`src/dsiis_pkg.sv`:
```
// Shared constants and types for the DSI init and status command block.
`default_nettype none
package dsiis_pkg;
  // Command codes in the command nibble, and the global node address.
  localparam logic [3:0] CMD_INIT   = 4'h0;
  localparam logic [3:0] CMD_STATUS = 4'h1;
  localparam logic [3:0] ADDR_GLOBAL = 4'h0;
  // Command formats.
  typedef enum logic [1:0] {
    FMT_STD_LONG  = 2'b00,
    FMT_STD_SHORT = 2'b01,
    FMT_ENH_LONG  = 2'b10,
    FMT_ENH_SHORT = 2'b11
  } dsiis_fmt_t;
  // Initialization data byte fields.
  localparam int INI_OTP  = 7;
  localparam int INI_BSW  = 6;
  localparam int INI_BNKH = 5;
  localparam int INI_BNKL = 4;
  // Banks that an initialization may select, one bit per code.
  localparam logic [3:0] BANK_VALID = 4'h3;
  // Response CRC length of the initialization response.
  localparam logic [3:0] INIT_CRC_BITS = 4'h4;
  // Control states, Gray along init, test, answer, ready.
  typedef enum logic [1:0] {
    ST_UNINIT = 2'b00,
    ST_TEST   = 2'b01,
    ST_RESP   = 2'b11,
    ST_READY  = 2'b10
  } dsiis_state_t;
  // Synchroniser bit positions.
  localparam int SY_DONE  = 0;
  localparam int SY_FAULT = 1;
  localparam int SY_UV    = 2;
  // APB register byte offsets.
  localparam logic [7:0] OFS_ADDR_CFG  = 8'h00;
  localparam logic [7:0] OFS_DEV_CFG1  = 8'h04;
  localparam logic [7:0] OFS_STATUS    = 8'h08;
  localparam logic [7:0] OFS_RSP_COUNT = 8'h0C;
  // Address config fields.
  localparam int CFG_PROG_VALID = 4;
  // Status register fields.
  localparam int STA_INIT  = 4;
  localparam int STA_BSW   = 5;
  localparam int STA_FAULT = 6;
  localparam int STA_BANK  = 7;
  localparam int STA_OTP   = 9;
  localparam int STA_UV    = 10;
  localparam int STA_STATE = 11;
  // Reset values.
  localparam logic [3:0] RST_PROG_ADDR = 4'h0;
  localparam logic [1:0] RST_TAG_BITS  = 2'h0;
endpackage
`default_nettype wire

```
`src/dsiis_rsp_if.sv`:
```
// Interface carrying response fields to the response word builder.
`default_nettype none
interface dsiis_rsp_if;
  logic [3:0]  nodeAddress;
  logic        otpWriteEnable;
  logic        underVolt;
  logic        diagCircuitOn;
  logic        busSwitch;
  logic [1:0]  userTagBits;
  logic        intError;
  logic        busFaultFlag;
  logic [1:0]  bankSel;
  logic        isInit;
  logic        isLong;
  logic [15:0] word;
  modport core (output nodeAddress, otpWriteEnable, underVolt, diagCircuitOn, busSwitch,
                output userTagBits, intError, busFaultFlag, bankSel, isInit, isLong,
                input word);
  modport fmt (input nodeAddress, otpWriteEnable, underVolt, diagCircuitOn, busSwitch,
               input userTagBits, intError, busFaultFlag, bankSel, isInit, isLong,
               output word);
endinterface
`default_nettype wire

```
`src/dsiis_rsp_fmt.sv`:
```
// Response word builder for initialization and status answers.
`default_nettype none
module dsiis_rsp_fmt
  import dsiis_pkg::*;
(
  dsiis_rsp_if.fmt rsp
);
  logic [7:0] lowByte;

  always_comb
  begin
    lowByte = {rsp.otpWriteEnable, rsp.underVolt, rsp.diagCircuitOn, rsp.busSwitch,
               rsp.userTagBits, rsp.intError, 1'b0};
    if (rsp.isInit)
    begin
      rsp.word = {rsp.nodeAddress, 3'b000, rsp.busFaultFlag, rsp.otpWriteEnable,
                  rsp.busSwitch, rsp.bankSel, rsp.nodeAddress};
    end
    else if (rsp.isLong)
    begin
      rsp.word = {rsp.nodeAddress, 4'h0, lowByte};
    end
    else
    begin
      rsp.word = {8'h00, lowByte};
    end
  end
endmodule
`default_nettype wire

```
`src/dsiis_top.sv`:
```
// Command handler for DSI initialization and status request, with APB registers.
`default_nettype none
////////////////////////////////////////////////////////////////////////////////
module dsiis_top
  import dsiis_pkg::*;
(
  input  wire logic        core_clk,
  input  wire logic        rst_n,
  input  wire logic        ce,
  input  wire logic        psel,
  input  wire logic        penable,
  input  wire logic        pwrite,
  input  wire logic [7:0]  paddr,
  input  wire logic [31:0] pwdata,
  output logic [31:0]      prdata,
  output logic             pready,
  output logic             pslverr,
  input  wire logic        cmdValid,
  input  wire logic        cmdCrcOk,
  input  wire logic [1:0]  cmdFormat,
  input  wire logic [3:0]  cmdCode,
  input  wire logic [3:0]  cmdAddress,
  input  wire logic [7:0]  cmdData,
  input  wire logic [5:0]  cmdLength,
  input  wire logic [3:0]  cmdCrcBits,
  output logic             rspValid,
  output logic [15:0]      rspData,
  output logic             rspLong,
  output logic [5:0]       rspLength,
  output logic [3:0]       rspCrcBits,
  input  wire logic        busTestDone,
  input  wire logic        busFaultDet,
  input  wire logic        reserveUnderVolt,
  input  wire logic        internalError,
  input  wire logic        diagCircuitOn,
  output logic             busTestStart,
  output logic             busSwitchClose,
  output logic             otpWriteEnable,
  output logic [1:0]       bankSelect,
  output logic [3:0]       nodeAddress
);

  typedef struct packed {
    dsiis_state_t state;
    logic [3:0]   progAddr;
    logic         progValid;
    logic [1:0]   userTagBits;
    logic [3:0]   nodeAddr;
    logic         otpEn;
    logic         busReq;
    logic         busSw;
    logic         busFault;
    logic [1:0]   bank;
    logic [2:0]   syncMeta;
    logic [2:0]   syncLvl;
    logic         testStart;
    logic         rspValid;
    logic [15:0]  rspData;
    logic         rspLong;
    logic [5:0]   rspLen;
    logic [3:0]   rspCrc;
    logic [5:0]   pendLen;
    logic [15:0]  rspCount;
    logic [31:0]  prdata;
    logic         pslverr;
  } dsiis_regs_t;

  dsiis_regs_t st_ff;
  dsiis_regs_t nxt_st;

  dsiis_rsp_if rspIf ();

  logic        cmdGood;
  logic        isLongFmt;
  logic [3:0]  initAddrExp;
  logic        initAddrOk;
  logic        initAccept;
  logic        statusAccept;
  logic        apbSetup;
  logic        apbWrite;
  logic [31:0] rdValue;
  logic        rdHit;

  ////////////////////////////////////////////////////////////////////////////////
  // Response word builder and its field feed.

  dsiis_rsp_fmt u_fmt (
    .rsp (rspIf.fmt)
  );

  assign rspIf.nodeAddress    = st_ff.nodeAddr;
  assign rspIf.otpWriteEnable = st_ff.otpEn;
  assign rspIf.underVolt      = st_ff.syncLvl[SY_UV];
  assign rspIf.diagCircuitOn  = diagCircuitOn;
  assign rspIf.busSwitch      = st_ff.busSw;
  assign rspIf.userTagBits    = st_ff.userTagBits;
  assign rspIf.intError       = internalError;
  assign rspIf.busFaultFlag   = st_ff.busFault;
  assign rspIf.bankSel        = st_ff.bank;
  assign rspIf.isInit         = (st_ff.state == ST_RESP);
  assign rspIf.isLong         = isLongFmt;

  ////////////////////////////////////////////////////////////////////////////////
  // Command decode.

  // The data byte of a status request is never looked at beyond the CRC verdict.
  assign cmdGood   = cmdValid & cmdCrcOk;
  assign isLongFmt = (cmdFormat == FMT_STD_LONG) | (cmdFormat == FMT_ENH_LONG);

  // Expected command address: programmed address, else the global address.
  assign initAddrExp = st_ff.progValid ? st_ff.progAddr : ADDR_GLOBAL;

  always_comb
  begin
    initAddrOk = (cmdAddress == initAddrExp);
    if (st_ff.progValid && (cmdData[3:0] != st_ff.progAddr))
    begin
      initAddrOk = 1'b0;
    end
  end

  assign initAccept = cmdGood
                    & (st_ff.state == ST_UNINIT)
                    & (cmdCode == CMD_INIT)
                    & (cmdFormat == FMT_STD_LONG)
                    & initAddrOk
                    & (cmdData[3:0] != ADDR_GLOBAL)
                    & BANK_VALID[cmdData[INI_BNKH:INI_BNKL]];

  assign statusAccept = cmdGood
                      & (st_ff.state == ST_READY)
                      & (cmdCode == CMD_STATUS)
                      & (st_ff.nodeAddr != ADDR_GLOBAL)
                      & (cmdAddress == st_ff.nodeAddr);

  ////////////////////////////////////////////////////////////////////////////////
  // APB decode.

  assign apbSetup = psel & ~penable;
  assign apbWrite = psel & penable & pwrite;

  always_comb
  begin
    rdValue = 32'h0000_0000;
    rdHit   = 1'b1;
    unique case (paddr)
      OFS_ADDR_CFG:
      begin
        rdValue[3:0]           = st_ff.progAddr;
        rdValue[CFG_PROG_VALID] = st_ff.progValid;
      end
      OFS_DEV_CFG1:
      begin
        rdValue[1:0] = st_ff.userTagBits;
      end
      OFS_STATUS:
      begin
        rdValue[3:0]                 = st_ff.nodeAddr;
        rdValue[STA_INIT]            = (st_ff.state != ST_UNINIT);
        rdValue[STA_BSW]             = st_ff.busSw;
        rdValue[STA_FAULT]           = st_ff.busFault;
        rdValue[STA_BANK +: 2]       = st_ff.bank;
        rdValue[STA_OTP]             = st_ff.otpEn;
        rdValue[STA_UV]              = st_ff.syncLvl[SY_UV];
        rdValue[STA_STATE +: 2]      = st_ff.state;
      end
      OFS_RSP_COUNT:
      begin
        rdValue[15:0] = st_ff.rspCount;
      end
      default:
      begin
        rdHit = 1'b0;
      end
    endcase
  end

  ////////////////////////////////////////////////////////////////////////////////
  // Next state.

  always_comb
  begin
    nxt_st           = st_ff;
    nxt_st.testStart = 1'b0;
    nxt_st.rspValid  = 1'b0;

    // Bus test, fault and undervoltage pin levels pass two flip-flops before use.
    nxt_st.syncMeta = {reserveUnderVolt, busFaultDet, busTestDone};
    nxt_st.syncLvl  = st_ff.syncMeta;

    // Register access; read data and error are captured in the setup cycle.
    if (apbSetup)
    begin
      nxt_st.prdata  = rdValue;
      nxt_st.pslverr = ~rdHit;
    end
    if (apbWrite)
    begin
      if (paddr == OFS_ADDR_CFG)
      begin
        nxt_st.progAddr  = pwdata[3:0];
        nxt_st.progValid = pwdata[CFG_PROG_VALID];
      end
      else if (paddr == OFS_DEV_CFG1)
      begin
        nxt_st.userTagBits = pwdata[1:0];
      end
    end

    unique case (st_ff.state)
      ST_UNINIT:
      begin
        if (initAccept)
        begin
          nxt_st.nodeAddr  = cmdData[3:0];
          nxt_st.otpEn     = cmdData[INI_OTP];
          nxt_st.busReq    = cmdData[INI_BSW];
          nxt_st.bank      = cmdData[INI_BNKH:INI_BNKL];
          nxt_st.busSw     = 1'b0;
          nxt_st.busFault  = 1'b0;
          nxt_st.pendLen   = cmdLength;
          nxt_st.testStart = 1'b1;
          nxt_st.state     = ST_TEST;
        end
      end
      ST_TEST:
      begin
        if (st_ff.syncLvl[SY_DONE])
        begin
          nxt_st.busFault = st_ff.syncLvl[SY_FAULT];
          nxt_st.busSw    = st_ff.busReq & ~st_ff.syncLvl[SY_FAULT];
          nxt_st.state    = ST_RESP;
        end
      end
      ST_RESP:
      begin
        nxt_st.rspValid = 1'b1;
        nxt_st.rspData  = rspIf.word;
        nxt_st.rspLong  = 1'b1;
        nxt_st.rspLen   = st_ff.pendLen;
        nxt_st.rspCrc   = INIT_CRC_BITS;
        nxt_st.rspCount = st_ff.rspCount + 16'h0001;
        nxt_st.state    = ST_READY;
      end
      ST_READY:
      begin
        if (statusAccept)
        begin
          nxt_st.rspValid = 1'b1;
          nxt_st.rspData  = rspIf.word;
          nxt_st.rspLong  = isLongFmt;
          nxt_st.rspLen   = cmdLength;
          nxt_st.rspCrc   = cmdCrcBits;
          nxt_st.rspCount = st_ff.rspCount + 16'h0001;
        end
      end
    endcase
  end

  ////////////////////////////////////////////////////////////////////////////////
  // State register.

  always_ff @(posedge core_clk)
  begin
    if (!rst_n)
    begin
      st_ff             <= '0;
      st_ff.state       <= ST_UNINIT;
      st_ff.progAddr    <= RST_PROG_ADDR;
      st_ff.userTagBits <= RST_TAG_BITS;
    end
    else if (ce)
    begin
      st_ff <= nxt_st;
    end
  end

  ////////////////////////////////////////////////////////////////////////////////
  // Outputs.

  assign prdata         = st_ff.prdata;
  assign pready         = ce;
  assign pslverr        = st_ff.pslverr;
  assign rspValid       = st_ff.rspValid;
  assign rspData        = st_ff.rspData;
  assign rspLong        = st_ff.rspLong;
  assign rspLength      = st_ff.rspLen;
  assign rspCrcBits     = st_ff.rspCrc;
  assign busTestStart   = st_ff.testStart;
  assign busSwitchClose = st_ff.busSw;
  assign otpWriteEnable = st_ff.otpEn;
  assign bankSelect     = st_ff.bank;
  assign nodeAddress    = st_ff.nodeAddr;

endmodule
`default_nettype wire
```
`config.mk`:
```
export PLATFORM = sky130hd
export DESIGN_NAME = dsiis_top
export DESIGN_NICKNAME = d
export VERILOG_FILES = /design/src/dsiis_pkg.sv /design/src/dsiis_rsp_if.sv /design/src/dsiis_rsp_fmt.sv /design/src/dsiis_top.sv
export SDC_FILE = /design/constraint.sdc
export NUM_CORES = 1
export LEC_CHECK = 0
export CORE_MARGIN = 2
export CORE_UTILIZATION = 35
export DETAILED_ROUTE_END_ITERATION = 8
export DONT_BUFFER_PORTS = 1
export RECOVER_POWER = 50
export SLEW_MARGIN = 20
export SYNTH_ARGS = -nofsm -noshare
export SYNTH_HDL_FRONTEND = slang
export SYNTH_SLANG_ARGS = --single-unit
```
`constraint.sdc`:
```
create_clock -name core_clk -period 3.84 [get_ports core_clk]
set_clock_uncertainty 0.2 [all_clocks]
set_input_delay 0.576 -clock core_clk [delete_from_list [all_inputs] [get_ports core_clk]]
set_output_delay 0.576 -clock core_clk [all_outputs]
set_load 0.01 [all_outputs]
```
* Word-level counts from Yosys, hierarchy flattened
Cells that the tools add are included.
** Storage, ports and cells
- Flip-flop bits (word level) :: 93
- Bits of input ports :: 81
- Bits in writable memories :: 0
- Memories :: 0
- Memory bits (read-only) :: 0
- Word-level logic and storage cells :: 100
- Output and inout port bits :: 71
- Latch bits :: 0
** Cells by class
- Eq/ne operators :: 14
- Reductions and logical operators :: 19
- Mux-type cells :: 23
- Multiply operators :: 0
- Bitwise gates (word level) :: 20
- Shift-type cells :: 0
- Divide/modulo/power cells :: 0
- $lt $le $gt $ge :: 1
- Add/sub/neg operators :: 1
** Operators by type and width (number)
- 28-bit case mux with 2 select lines :: 1
- 16-bit two-way mux :: 3
- 16-bit case mux with 2 select lines :: 1
- 28-bit two-way mux :: 1
- 16-bit by 1-bit adder with 16-bit output, second input constant :: 1
- 8-bit by 4-bit == test with 1-bit output, second input constant :: 2
- 8-bit case mux with 2 select lines :: 1
- 1-bit bitwise AND :: 15
- 4-bit AND reduction :: 3
- 3-bit case mux with 3 select lines :: 1
- 3-bit AND reduction :: 3
- 4-bit == test :: 2
- 8-bit by 3-bit == test with 1-bit output, second input constant :: 1
- 8-bit zero test :: 1
- 4-bit two-way mux :: 2
- 2-bit case mux with 4 select lines :: 1
- 4-bit nonzero test :: 2
- 2-bit == test, second input constant :: 3
- 2-bit two-way mux :: 3
- 2-bit inequality test, second input constant :: 3
- 2-bit case mux with 3 select lines :: 1
- 2-bit nonzero test :: 3
- 1-bit two-way mux :: 5
- 4-bit by 1-bit == test with 1-bit output, second input constant :: 1
- 14 further kinds :: 18

* Longest topological paths before layout
Gate-level depths: netlist of run 1.
- Depth in word-level cells :: 9
- Mapped depth :: 8
- Gate-level depth less buffers :: 5

* Hierarchy
Synthesis of run 1 repeated with hierarchy kept, for this count alone.
** Unflattened totals
- Cells, all modules :: 558
- Area, all modules :: 4815.9 µm²
** Modules (own cells, without submodules)
- dsiis_top :: cells each 540, instances 1, area each 4643.2 µm²
- dsiis_rsp_fmt :: cells each 18, instances 1, area each 172.7 µm²

* Worst setup path before layout of run 1
OpenSTA, ideal clock, no wires.
- Kind :: input-to-reg
- Start point :: input cmdCode[0]
- End point :: register st_ff[50] (netlist name)
- Data arrival time :: 2.191 ns
- Data required time :: 3.508 ns
- Slack :: 1.316 ns
- Stages on the path :: 7
- Cells stage by stage :: or3_1 -> a211o_1 -> or4_1 -> buf_2 -> buf_6 -> o31ai_2 -> a21oi_1
** On the way
- Word-level cells in the longest chain between the ends :: 7
** Ends and longest elaborated chain
- start, declared :: RTL line dsiis_top.sv:21 : input wire logic [3:0] cmdCode,
- 4-bit zero test :: RTL line dsiis_top.sv:124 : & (cmdCode == CMD_INIT)
- 1-bit bitwise AND :: RTL line dsiis_top.sv:124
- 1-bit bitwise AND :: RTL line dsiis_top.sv:125 : & (cmdFormat == FMT_STD_LONG)
- 1-bit bitwise AND :: RTL line dsiis_top.sv:126 : & initAddrOk
- 1-bit bitwise AND :: RTL line dsiis_top.sv:127 : & (cmdData[3:0] != ADDR_GLOBAL)
- 1-bit bitwise AND :: RTL line dsiis_top.sv:128 : & BANK_VALID[cmdData[INI_BNKH:INI_BNKL]];
- 3-bit AND reduction (no source line)
- end signal, assigned :: RTL line dsiis_top.sv:274 : st_ff <= nxt_st;
- end, declared :: RTL line dsiis_top.sv:68 : dsiis_regs_t st_ff;
No other way between the ends.
A chain may end at the register's enable or synchronous reset.

* Final worst setup path of run 1
- Start point :: input rst_n
- End point :: register st_ff (netlist bit prdata[11])
** RTL lines
- start, declared :: RTL line dsiis_top.sv:8 : input wire logic rst_n,
No word-level cell between the ends.

==> impl_metrics.env, run 1 <==
export IMPL_initial_core_util_pct=36.1
export IMPL_grt_use_met3_pct=7.82
export IMPL_met2_usage_pct=26.6
export IMPL_die_x_um=118
export IMPL_critPathKind="in -> reg"
export IMPL_post_cts_resized=0
export IMPL_synth_edf_count=0
export IMPL_grt_busiest_layer="met2"
export IMPL_status="completed"
export IMPL_ys_warn_count=0
export IMPL_wirelength_mm=12.3
export IMPL_cp_required_ns=3.82
export IMPL_yosysSeqAreaShare_pct=39.4
export IMPL_ys_ff_latch=90
export IMPL_hold_viol=0
export IMPL_area_growth_pct=0.875
export IMPL_viasPerCell=5.65
export IMPL_holdPathStages=2
export IMPL_final_cell_mix="dfxtp_1, nor2_1, a21oi_1, nand2_1, conb_1"
export IMPL_insertion_delay_ns=0.35
export IMPL_io_pins=152
export IMPL_hp_class="in -> reg"
export IMPL_postLayoutCellArea_um2=4610
export IMPL_post_cts_setup_buffers=0
export IMPL_reg2reg_slack_ns=1.17
export IMPL_timing_final_ws_setup_ns=1.11
export IMPL_layout_drive_gt1_share_pct=9.87
export IMPL_slew_viol_final=0
export IMPL_cts_tree="done"
export IMPL_gr_usage_all_layers_pct=17.8
export IMPL_timing_rr_end="st_ff[42]"
export IMPL_num_rows=41
export IMPL_utilization_pct=36.4
export IMPL_grt_pass1_vias=3424
export IMPL_place_congestion=0.831
export IMPL_slew_headroom_pct=7.11
export IMPL_gr_total_overflow=0
export IMPL_crit_arrival_ns=2.72
export IMPL_use_met1_pct=22.3
export IMPL_hold_path_endpoint="rspCrcBits[0]"
export IMPL_synthCells=523
export IMPL_die_y_um=118
export IMPL_maxCapViolations=0
export IMPL_crit_fanout=44
export IMPL_dr_first_iter_drc_count=255
export IMPL_rr_startpoint="nodeAddress[3]"
export IMPL_synth_area_um2=4570
export IMPL_port_buffers=0
export IMPL_ctsHoldBuffers=0
export IMPL_synth_distinct_cells=53
export IMPL_synthArstFlopShare_pct=0
export IMPL_dr_pass1_iters=6
export IMPL_min_from="cmdCrcBits[0]"
export IMPL_place_inst=622
export IMPL_final_cells=639
export IMPL_min_period_ns=2.73
export IMPL_place_area_um2=4300
export IMPL_grt_max_degree=45
export IMPL_hpwlAfterDp_mm=8.62
export IMPL_dr_total_vias=3611
export IMPL_fp_coreArea_um2=12700
export IMPL_htree_levels=3
export IMPL_routedWlPerCell_um=19.2
export IMPL_ff2ff_path_depth=6
export IMPL_drc=0
export IMPL_finalSetupTns_ns=0
export IMPL_synth_area_per_cell_um2=8.75
export IMPL_grt_pass1_wl_mm=19.5
export IMPL_clock_root_buffer="clkbuf_16"
export IMPL_p_leak_uw=0.00157
export IMPL_cts_clk_slew_worst_paths_ns=0.07
export IMPL_startpoint_type="input pin"
export IMPL_setup_viol=0
export IMPL_final_common_cell="dfxtp_1"
export IMPL_nets=543
export IMPL_antenna_found_initial=1
export IMPL_clock_fmax_ghz=0.366
export IMPL_cts_buffers_inserted=9
export IMPL_clock_sinks=90
export IMPL_period_share_pct=71.2
export IMPL_die_area_um2=14000
export IMPL_end_kind="register"
export IMPL_dp_slack_ns=0.843
export IMPL_dominantRegCellSynth="dfxtp_1"
export IMPL_ir_drop_uv=205
export IMPL_rsz0062_at_grt="no"
export IMPL_drtAntennaViolNets=0
export IMPL_ctsLongestPathBuffers=2
export IMPL_pwr_density_cell_nw_per_um2=416
export IMPL_worstMarginPinSlew_ns=1.39
[flip-flops by register name, indices dropped and copies added (netlist names)]
register,cells
rspIf.busFaultFlag,1
rspIf.userTagBits,2
bankSelect,2
rspLong,1
rspValid,1
st_ff,32
pslverr,1
busSwitchClose,1
nodeAddress,4
nxt_st,3
rspIf.underVolt,1
otpWriteEnable,1
rspData,13
rspCrcBits,4
prdata,16
busTestStart,1
rspLength,6
[worst max-delay path by stage]
stage / end / slack, ns / cells past startpoint / from
final: prdata[11] / 1.11 / 3 / rst_n
after global routing: prdata[8] / 0.90 / 3 / rst_n
after CTS: busTestStart / 1.18 / 5 / cmdCode[3]
after detailed placement: busTestStart / 0.84 / 5 / cmdCode[3]
after global placement: busTestStart / 0.88 / 5 / cmdCode[3]
after floorplan: st_ff[50] / 1.32 / 7 / cmdCode[0]
[through the flow]
stage               power, uW  hold slack [ns]
floorplan                1030            0.233
global route             1980            0.138
global placement         1010            0.251
detailed placement       1010            0.257
finish                   1920            0.152
CTS                      1930            0.139
[layout make-up]
type / instances / area [um^2]
diodes: 1 / 2.50
clock buffers: 11 / 253
clock inverters: 5 / 60.1
fillers: 1295 / 8060
inverters: 12 / 45.0
multi-input cells: 339 / 2170
flip-flops and latches: 90 / 1800
well taps: 172 / 215
repair buffers: 9 / 63.8
[metal layers]
| layer | part of all wire [%] | routed length, um |
|---|---|---|
| met1 | 42 | 5130 |
| met2 | 46 | 5630 |
| met3 | 10 | 1250 |
| met4 | 2.1 | 256 |
| met5 | 0 | 0 |
[synth_stat cells, types with 10 or more instances]
cell      number  area share (%)
clkbuf_1      26             2.1
nand2_1       22             1.8
o31ai_1       14             2.3
nand3_1       15             1.6
nor2_1        53             4.3
a21oi_1       32             3.5
a22oi_1       16             2.6
o21ai_0       13             1.4
buf_4         65              11
nand4_1       18             2.5
mux2i_1       18             3.9
dfxtp_1       90              39
inv_1         10            0.82
or4_1         10             1.6
o21ai_1       10             1.1
[worst max-delay path, stage by stage]
cell	delay (ns)
inv_1	0.98
clkbuf_1	1.01
nor2_1	0.12
[logic make-up (layout without fill, tap and decap cells)]
kind of cell	count (synthesis)	count (layout)	synth area share, %
other	1	20	0.0820
XOR/XNOR	10	10	1.91
AO/OA/AOI/OAI	128	128	19.8
multiplexers	27	27	6.65
AND/OR/NAND/NOR	154	154	17.1
flip-flops	90	90	39.4
adder cells (fa/ha/maj)	1	1	0.273
buffers and inverters	112	37	14.8
[where the power goes]
part | internal [uW] | switching, uW | leakage [uW]
registers | 937 | 2.60 | 0.000725
logic | 15.6 | 35.5 | 0.000690
clock network | 542 | 386 | 0.000152
No activity file was read; power rests on OpenSTA's default activity.
==> inputs of run 2 (changes only) <==
- clock period: 3.84 -> 2.85 ns (I/O delays scaled with it)
==> impl_metrics.env, run 2 (same netlist as run 1, synthesis figures left out) <==
export IMPL_die_x_um=118
export IMPL_cp_required_ns=2.89
export IMPL_cts_tree="done"
export IMPL_dr_pass1_iters=5
export IMPL_largest_reg_flops=32
export IMPL_die_y_um=118
export IMPL_maxCapViolations=0
export IMPL_hold_viol=0
export IMPL_antenna_found_initial=1
export IMPL_nets=552
export IMPL_ctsLongestPathBuffers=2
export IMPL_gr_total_overflow=0
export IMPL_insertion_delay_ns=0.34
export IMPL_critPathKind="reg -> reg"
export IMPL_crit_arrival_ns=2.60
export IMPL_status="completed"
export IMPL_rsz0062_at_grt="no"
export IMPL_dr_first_iter_drc_count=261
export IMPL_slowest_stage="or4_1"
export IMPL_hp_class="in -> reg"
export IMPL_fp_coreArea_um2=12700
export IMPL_grt_pass1_vias=3480
export IMPL_clock_sinks=90
export IMPL_finalPower_uw=2520
export IMPL_end_kind="register"
export IMPL_clock_fmax_ghz=0.391
export IMPL_finalSetupTns_ns=0
export IMPL_post_cts_setup_buffers=0
export IMPL_num_rows=41
export IMPL_initial_core_util_pct=36.1
export IMPL_pwr_density_cell_nw_per_um2=540
export IMPL_drc=0
export IMPL_min_period_ns=2.56
export IMPL_routedWlPerCell_um=19.0
export IMPL_final_cell_mix="dfxtp_1, nor2_1, a21oi_1, nand2_1, conb_1"
export IMPL_critPathMaxStageDelay_ns=0.53
export IMPL_viasPerCell=5.70
export IMPL_slew_headroom_pct=19.3
export IMPL_crit_fanout=26
export IMPL_startpoint_type="register"
export IMPL_p_leak_uw=0.00160
export IMPL_gr_usage_all_layers_pct=17.5
export IMPL_final_common_cell="dfxtp_1"
export IMPL_worst_hold_slack_ns=0.0166
export IMPL_ir_drop_uv=306
export IMPL_htree_levels=3
export IMPL_worstPathCellList="clkbuf_1 > o41ai_2 > o31a_1 > buf_4 > or4_1 > a21oi_1"
export IMPL_hpwlAfterDp_mm=8.90
export IMPL_grt_max_degree=29
export IMPL_period_share_pct=89.8
export IMPL_drtAntennaViolNets=0
export IMPL_area_growth_pct=2.02
export IMPL_ctsHoldBuffers=0
export IMPL_wirelength_mm=12.3
export IMPL_slew_viol_final=0
export IMPL_regMostFlops="st_ff"
export IMPL_io_pins=152
export IMPL_cts_buffers_inserted=9
export IMPL_setup_viol=0
export IMPL_place_congestion=0.852
export IMPL_grt_pass1_wl_mm=19.4
export IMPL_layout_drive_gt1_share_pct=10.7
export IMPL_port_buffers=0
export IMPL_final_cells=648
export IMPL_place_inst=631
export IMPL_die_area_um2=14000
export IMPL_worstMarginPinSlew_ns=1.21
export IMPL_cts_clk_slew_worst_paths_ns=0.06
export IMPL_clock_root_buffer="clkbuf_16"
export IMPL_dr_total_vias=3696
export IMPL_post_cts_resized=0
-- run 2: critical path: cells and delay by family, from the launching register on --
| kind | cells | cell delay, ns |
|---|---|---|
| buffers and inverters | 2 | 0.68 |
| AND/OR/NAND/NOR | 1 | 0.53 |
| flip-flops | 1 | 0.34 |
| AO/OA/AOI/OAI | 3 | 0.72 |
-- run 2: layout make-up --
cell class	count	area, um^2
clock buffers	11	243
flip-flops and latches	90	1800
inverters	12	45.0
clock inverters	5	53.8
well taps	172	215
diodes	1	2.50
repair buffers	18	133
fillers	1269	8000
multi-input cells	339	2170
-- run 2: path summary, 6_finish.rpt --
kind / from / slack (ns) / depth (start not counted) / to
max: nodeAddress[0] / 0.29 / 6 / st_ff[44]
max reg2reg: nodeAddress[0] / 0.29 / 6 / st_ff[44]
min reg2reg: st_ff[51] / 0.27 / 2 / st_ff[51]
min: cmdCrcBits[0] / 0.02 / 2 / rspCrcBits[0]
-- run 2: power by group --
part	internal (uW)	switching (uW)
logic	22.3	48.4
registers	1260	3.51
clock network	701	481
total	1990	533
-- run 2: routing by layer --
| metal | track usage [%] | part of all wire (%) | vias to the layer above |
|---|---|---|---|
| li1 | - | - | 1725 |
| met1 | 22.4 | 42 | 1785 |
| met2 | 27.0 | 46 | 166 |
| met3 | 6.27 | 9.5 | 20 |
| met4 | 6.02 | 2.2 | 0 |
| met5 | 0 | 0 | - |
-- run 2: per-stage QoR --
stage	setup WS (ns)	utilization (%)	instance area, um^2
6_report	0.291	36.8	4670
5_1_grt	0.173	36.8	4670
4_1_cts	0.410	36.9	4680
3_5_place_dp	0.403	34.6	4380
3_3_place_gp	0.423	34.6	4380
2_1_floorplan	0.475	-	4640
==> inputs of run 3 (changes only) <==
- CORE_UTILIZATION: 35 -> 40
==> impl_metrics.env, run 3 (same netlist as run 1, synthesis figures left out) <==
export IMPL_status="completed"
export IMPL_die_x_um=111
export IMPL_cp_required_ns=2.90
export IMPL_dr_first_iter_drc_count=281
export IMPL_post_cts_setup_buffers=0
export IMPL_place_inst=602
export IMPL_ctsLongestPathBuffers=2
export IMPL_cts_clk_slew_worst_paths_ns=0.07
export IMPL_drc=0
export IMPL_die_y_um=111
export IMPL_final_cell_mix="dfxtp_1, nor2_1, a21oi_1, nand2_1, conb_1"
export IMPL_finalSetupTns_ns=0
export IMPL_viasPerCell=5.92
export IMPL_place_congestion=0.876
export IMPL_maxCapViolations=0
export IMPL_io_pins=152
export IMPL_end_kind="register"
export IMPL_timing_final_ws_setup_ns=0.382
export IMPL_post_cts_resized=0
export IMPL_dr_pass1_iters=5
export IMPL_grt_max_degree=61
export IMPL_wl_met1_mm=5.30
export IMPL_port_buffers=0
export IMPL_critPathMaxStageDelay_ns=0.52
export IMPL_num_rows=39
export IMPL_diodes=0
export IMPL_dp_slack_ns=0.322
export IMPL_pwr_density_cell_nw_per_um2=571
export IMPL_crit_fanout=32
export IMPL_p_leak_uw=0.00164
export IMPL_initial_core_util_pct=40.6
export IMPL_wl_met2_mm=5.17
export IMPL_die_area_um2=12300
export IMPL_grt_pass1_vias=3510
export IMPL_worstPathCellList="xnor2_1 > nand4_1 > o31a_1 > buf_4 > or4_1 > a21oi_1"
export IMPL_startpoint_type="register"
export IMPL_highest_layer="met4"
export IMPL_layout_drive_gt1_share_pct=11.5
export IMPL_critPathKind="reg -> reg"
export IMPL_hp_class="in -> reg"
export IMPL_slowest_stage="dfxtp_1"
export IMPL_htree_levels=3
export IMPL_wirelength_mm=12.0
export IMPL_regMostFlops="st_ff"
export IMPL_grt_pass1_wl_mm=19.1
export IMPL_cts_buffers_inserted=9
export IMPL_slew_headroom_pct=14.5
export IMPL_crit_arrival_ns=2.52
export IMPL_setup_viol=0
export IMPL_cts_tree="done"
export IMPL_fp_coreArea_um2=11300
export IMPL_hold_viol=0
export IMPL_antenna_found_initial=0
export IMPL_ir_drop_uv=423
export IMPL_dr_wl_met3_mm=1.16
export IMPL_clock_root_buffer="clkbuf_16"
export IMPL_gr_total_overflow=0
export IMPL_hpwlAfterDp_mm=8.49
export IMPL_routedWlPerCell_um=19.4
export IMPL_dr_total_vias=3672
export IMPL_final_cells=620
export IMPL_clock_sinks=90
export IMPL_drtAntennaViolNets=0
export IMPL_gr_usage_all_layers_pct=19.7
export IMPL_slew_viol_final=0
export IMPL_insertion_delay_ns=0.35
export IMPL_worstMarginPinSlew_ns=1.28
export IMPL_final_common_cell="dfxtp_1"
export IMPL_ctsHoldBuffers=2
export IMPL_clock_fmax_ghz=0.405
export IMPL_nets=554
export IMPL_rsz0062_at_grt="no"
export IMPL_area_growth_pct=2.54
export IMPL_min_period_ns=2.47
export IMPL_largest_reg_flops=32
export IMPL_period_share_pct=86.6
## run 3: changes by cell type in the layout (fill, tap and decap cells not counted), sizes merged
cell / previous run / this run
bufinv: 1 / 2
clkinv: 5 / 1
inv: 11 / 12
diode: 1 / 0
clkbuf: 15 / 14
buf: 14 / 17
dlygate4sd3: 0 / 2
## run 3: final timing paths
| check | to | slack (ns) | depth (start not counted) | start |
|---|---|---|---|---|
| min reg2reg | st_ff[53] | 0.27 | 2 | st_ff[53] |
| min | rspCrcBits[1] | 0.01 | 2 | cmdCrcBits[1] |
| max reg2reg | st_ff[44] | 0.38 | 6 | nodeAddress[1] |
| max | st_ff[44] | 0.38 | 6 | nodeAddress[1] |
## run 3: worst max-delay path: cells and delay by family, from the launching register on
kind	cells	cell delay, ns
and+or+nand+nor	2	0.72
xor gates and xnor gates	1	0.18
buffers and inverters	1	0.23
AOI/OAI and AO/OA	2	0.50
DFF	1	0.52
## run 3: stage by stage
stage,hold slack [ns],power [uW],cell area [um^2],util [%]
6_report,0.0121,2680,4690,41.6
5_1_grt,0.00986,2770,4690,41.6
4_1_cts,0.00564,2700,4690,41.6
3_5_place_dp,0.261,1370,4330,38.5
3_3_place_gp,0.253,1360,4330,38.5
2_1_floorplan,0.233,1390,4640,-
## run 3: area by class of cell
class,count,area (um^2)
inverter,12,45.0
multi-input combinational,339,2170
tap,143,179
timing repair buffer,20,153
fill,1107,6580
sequential,90,1800
clock buffer,13,270
clock inverter,3,68.8
## run 3: power by group
group	leakage, uW	switching (uW)	internal [uW]	total, uW
Combinational	0.000746	50.2	24.9	75.1
Sequential	0.000725	3.40	1260	1270
Clock	0.000166	494	844	1340
Total	0.00164	547	2130	2680
## run 3: layer usage
metal,vias to the layer above,track usage [%]
met2,175,28.3
met3,24,7.22
met4,0,9.83
li1,1729,-
met1,1744,25.8
met5,-,0
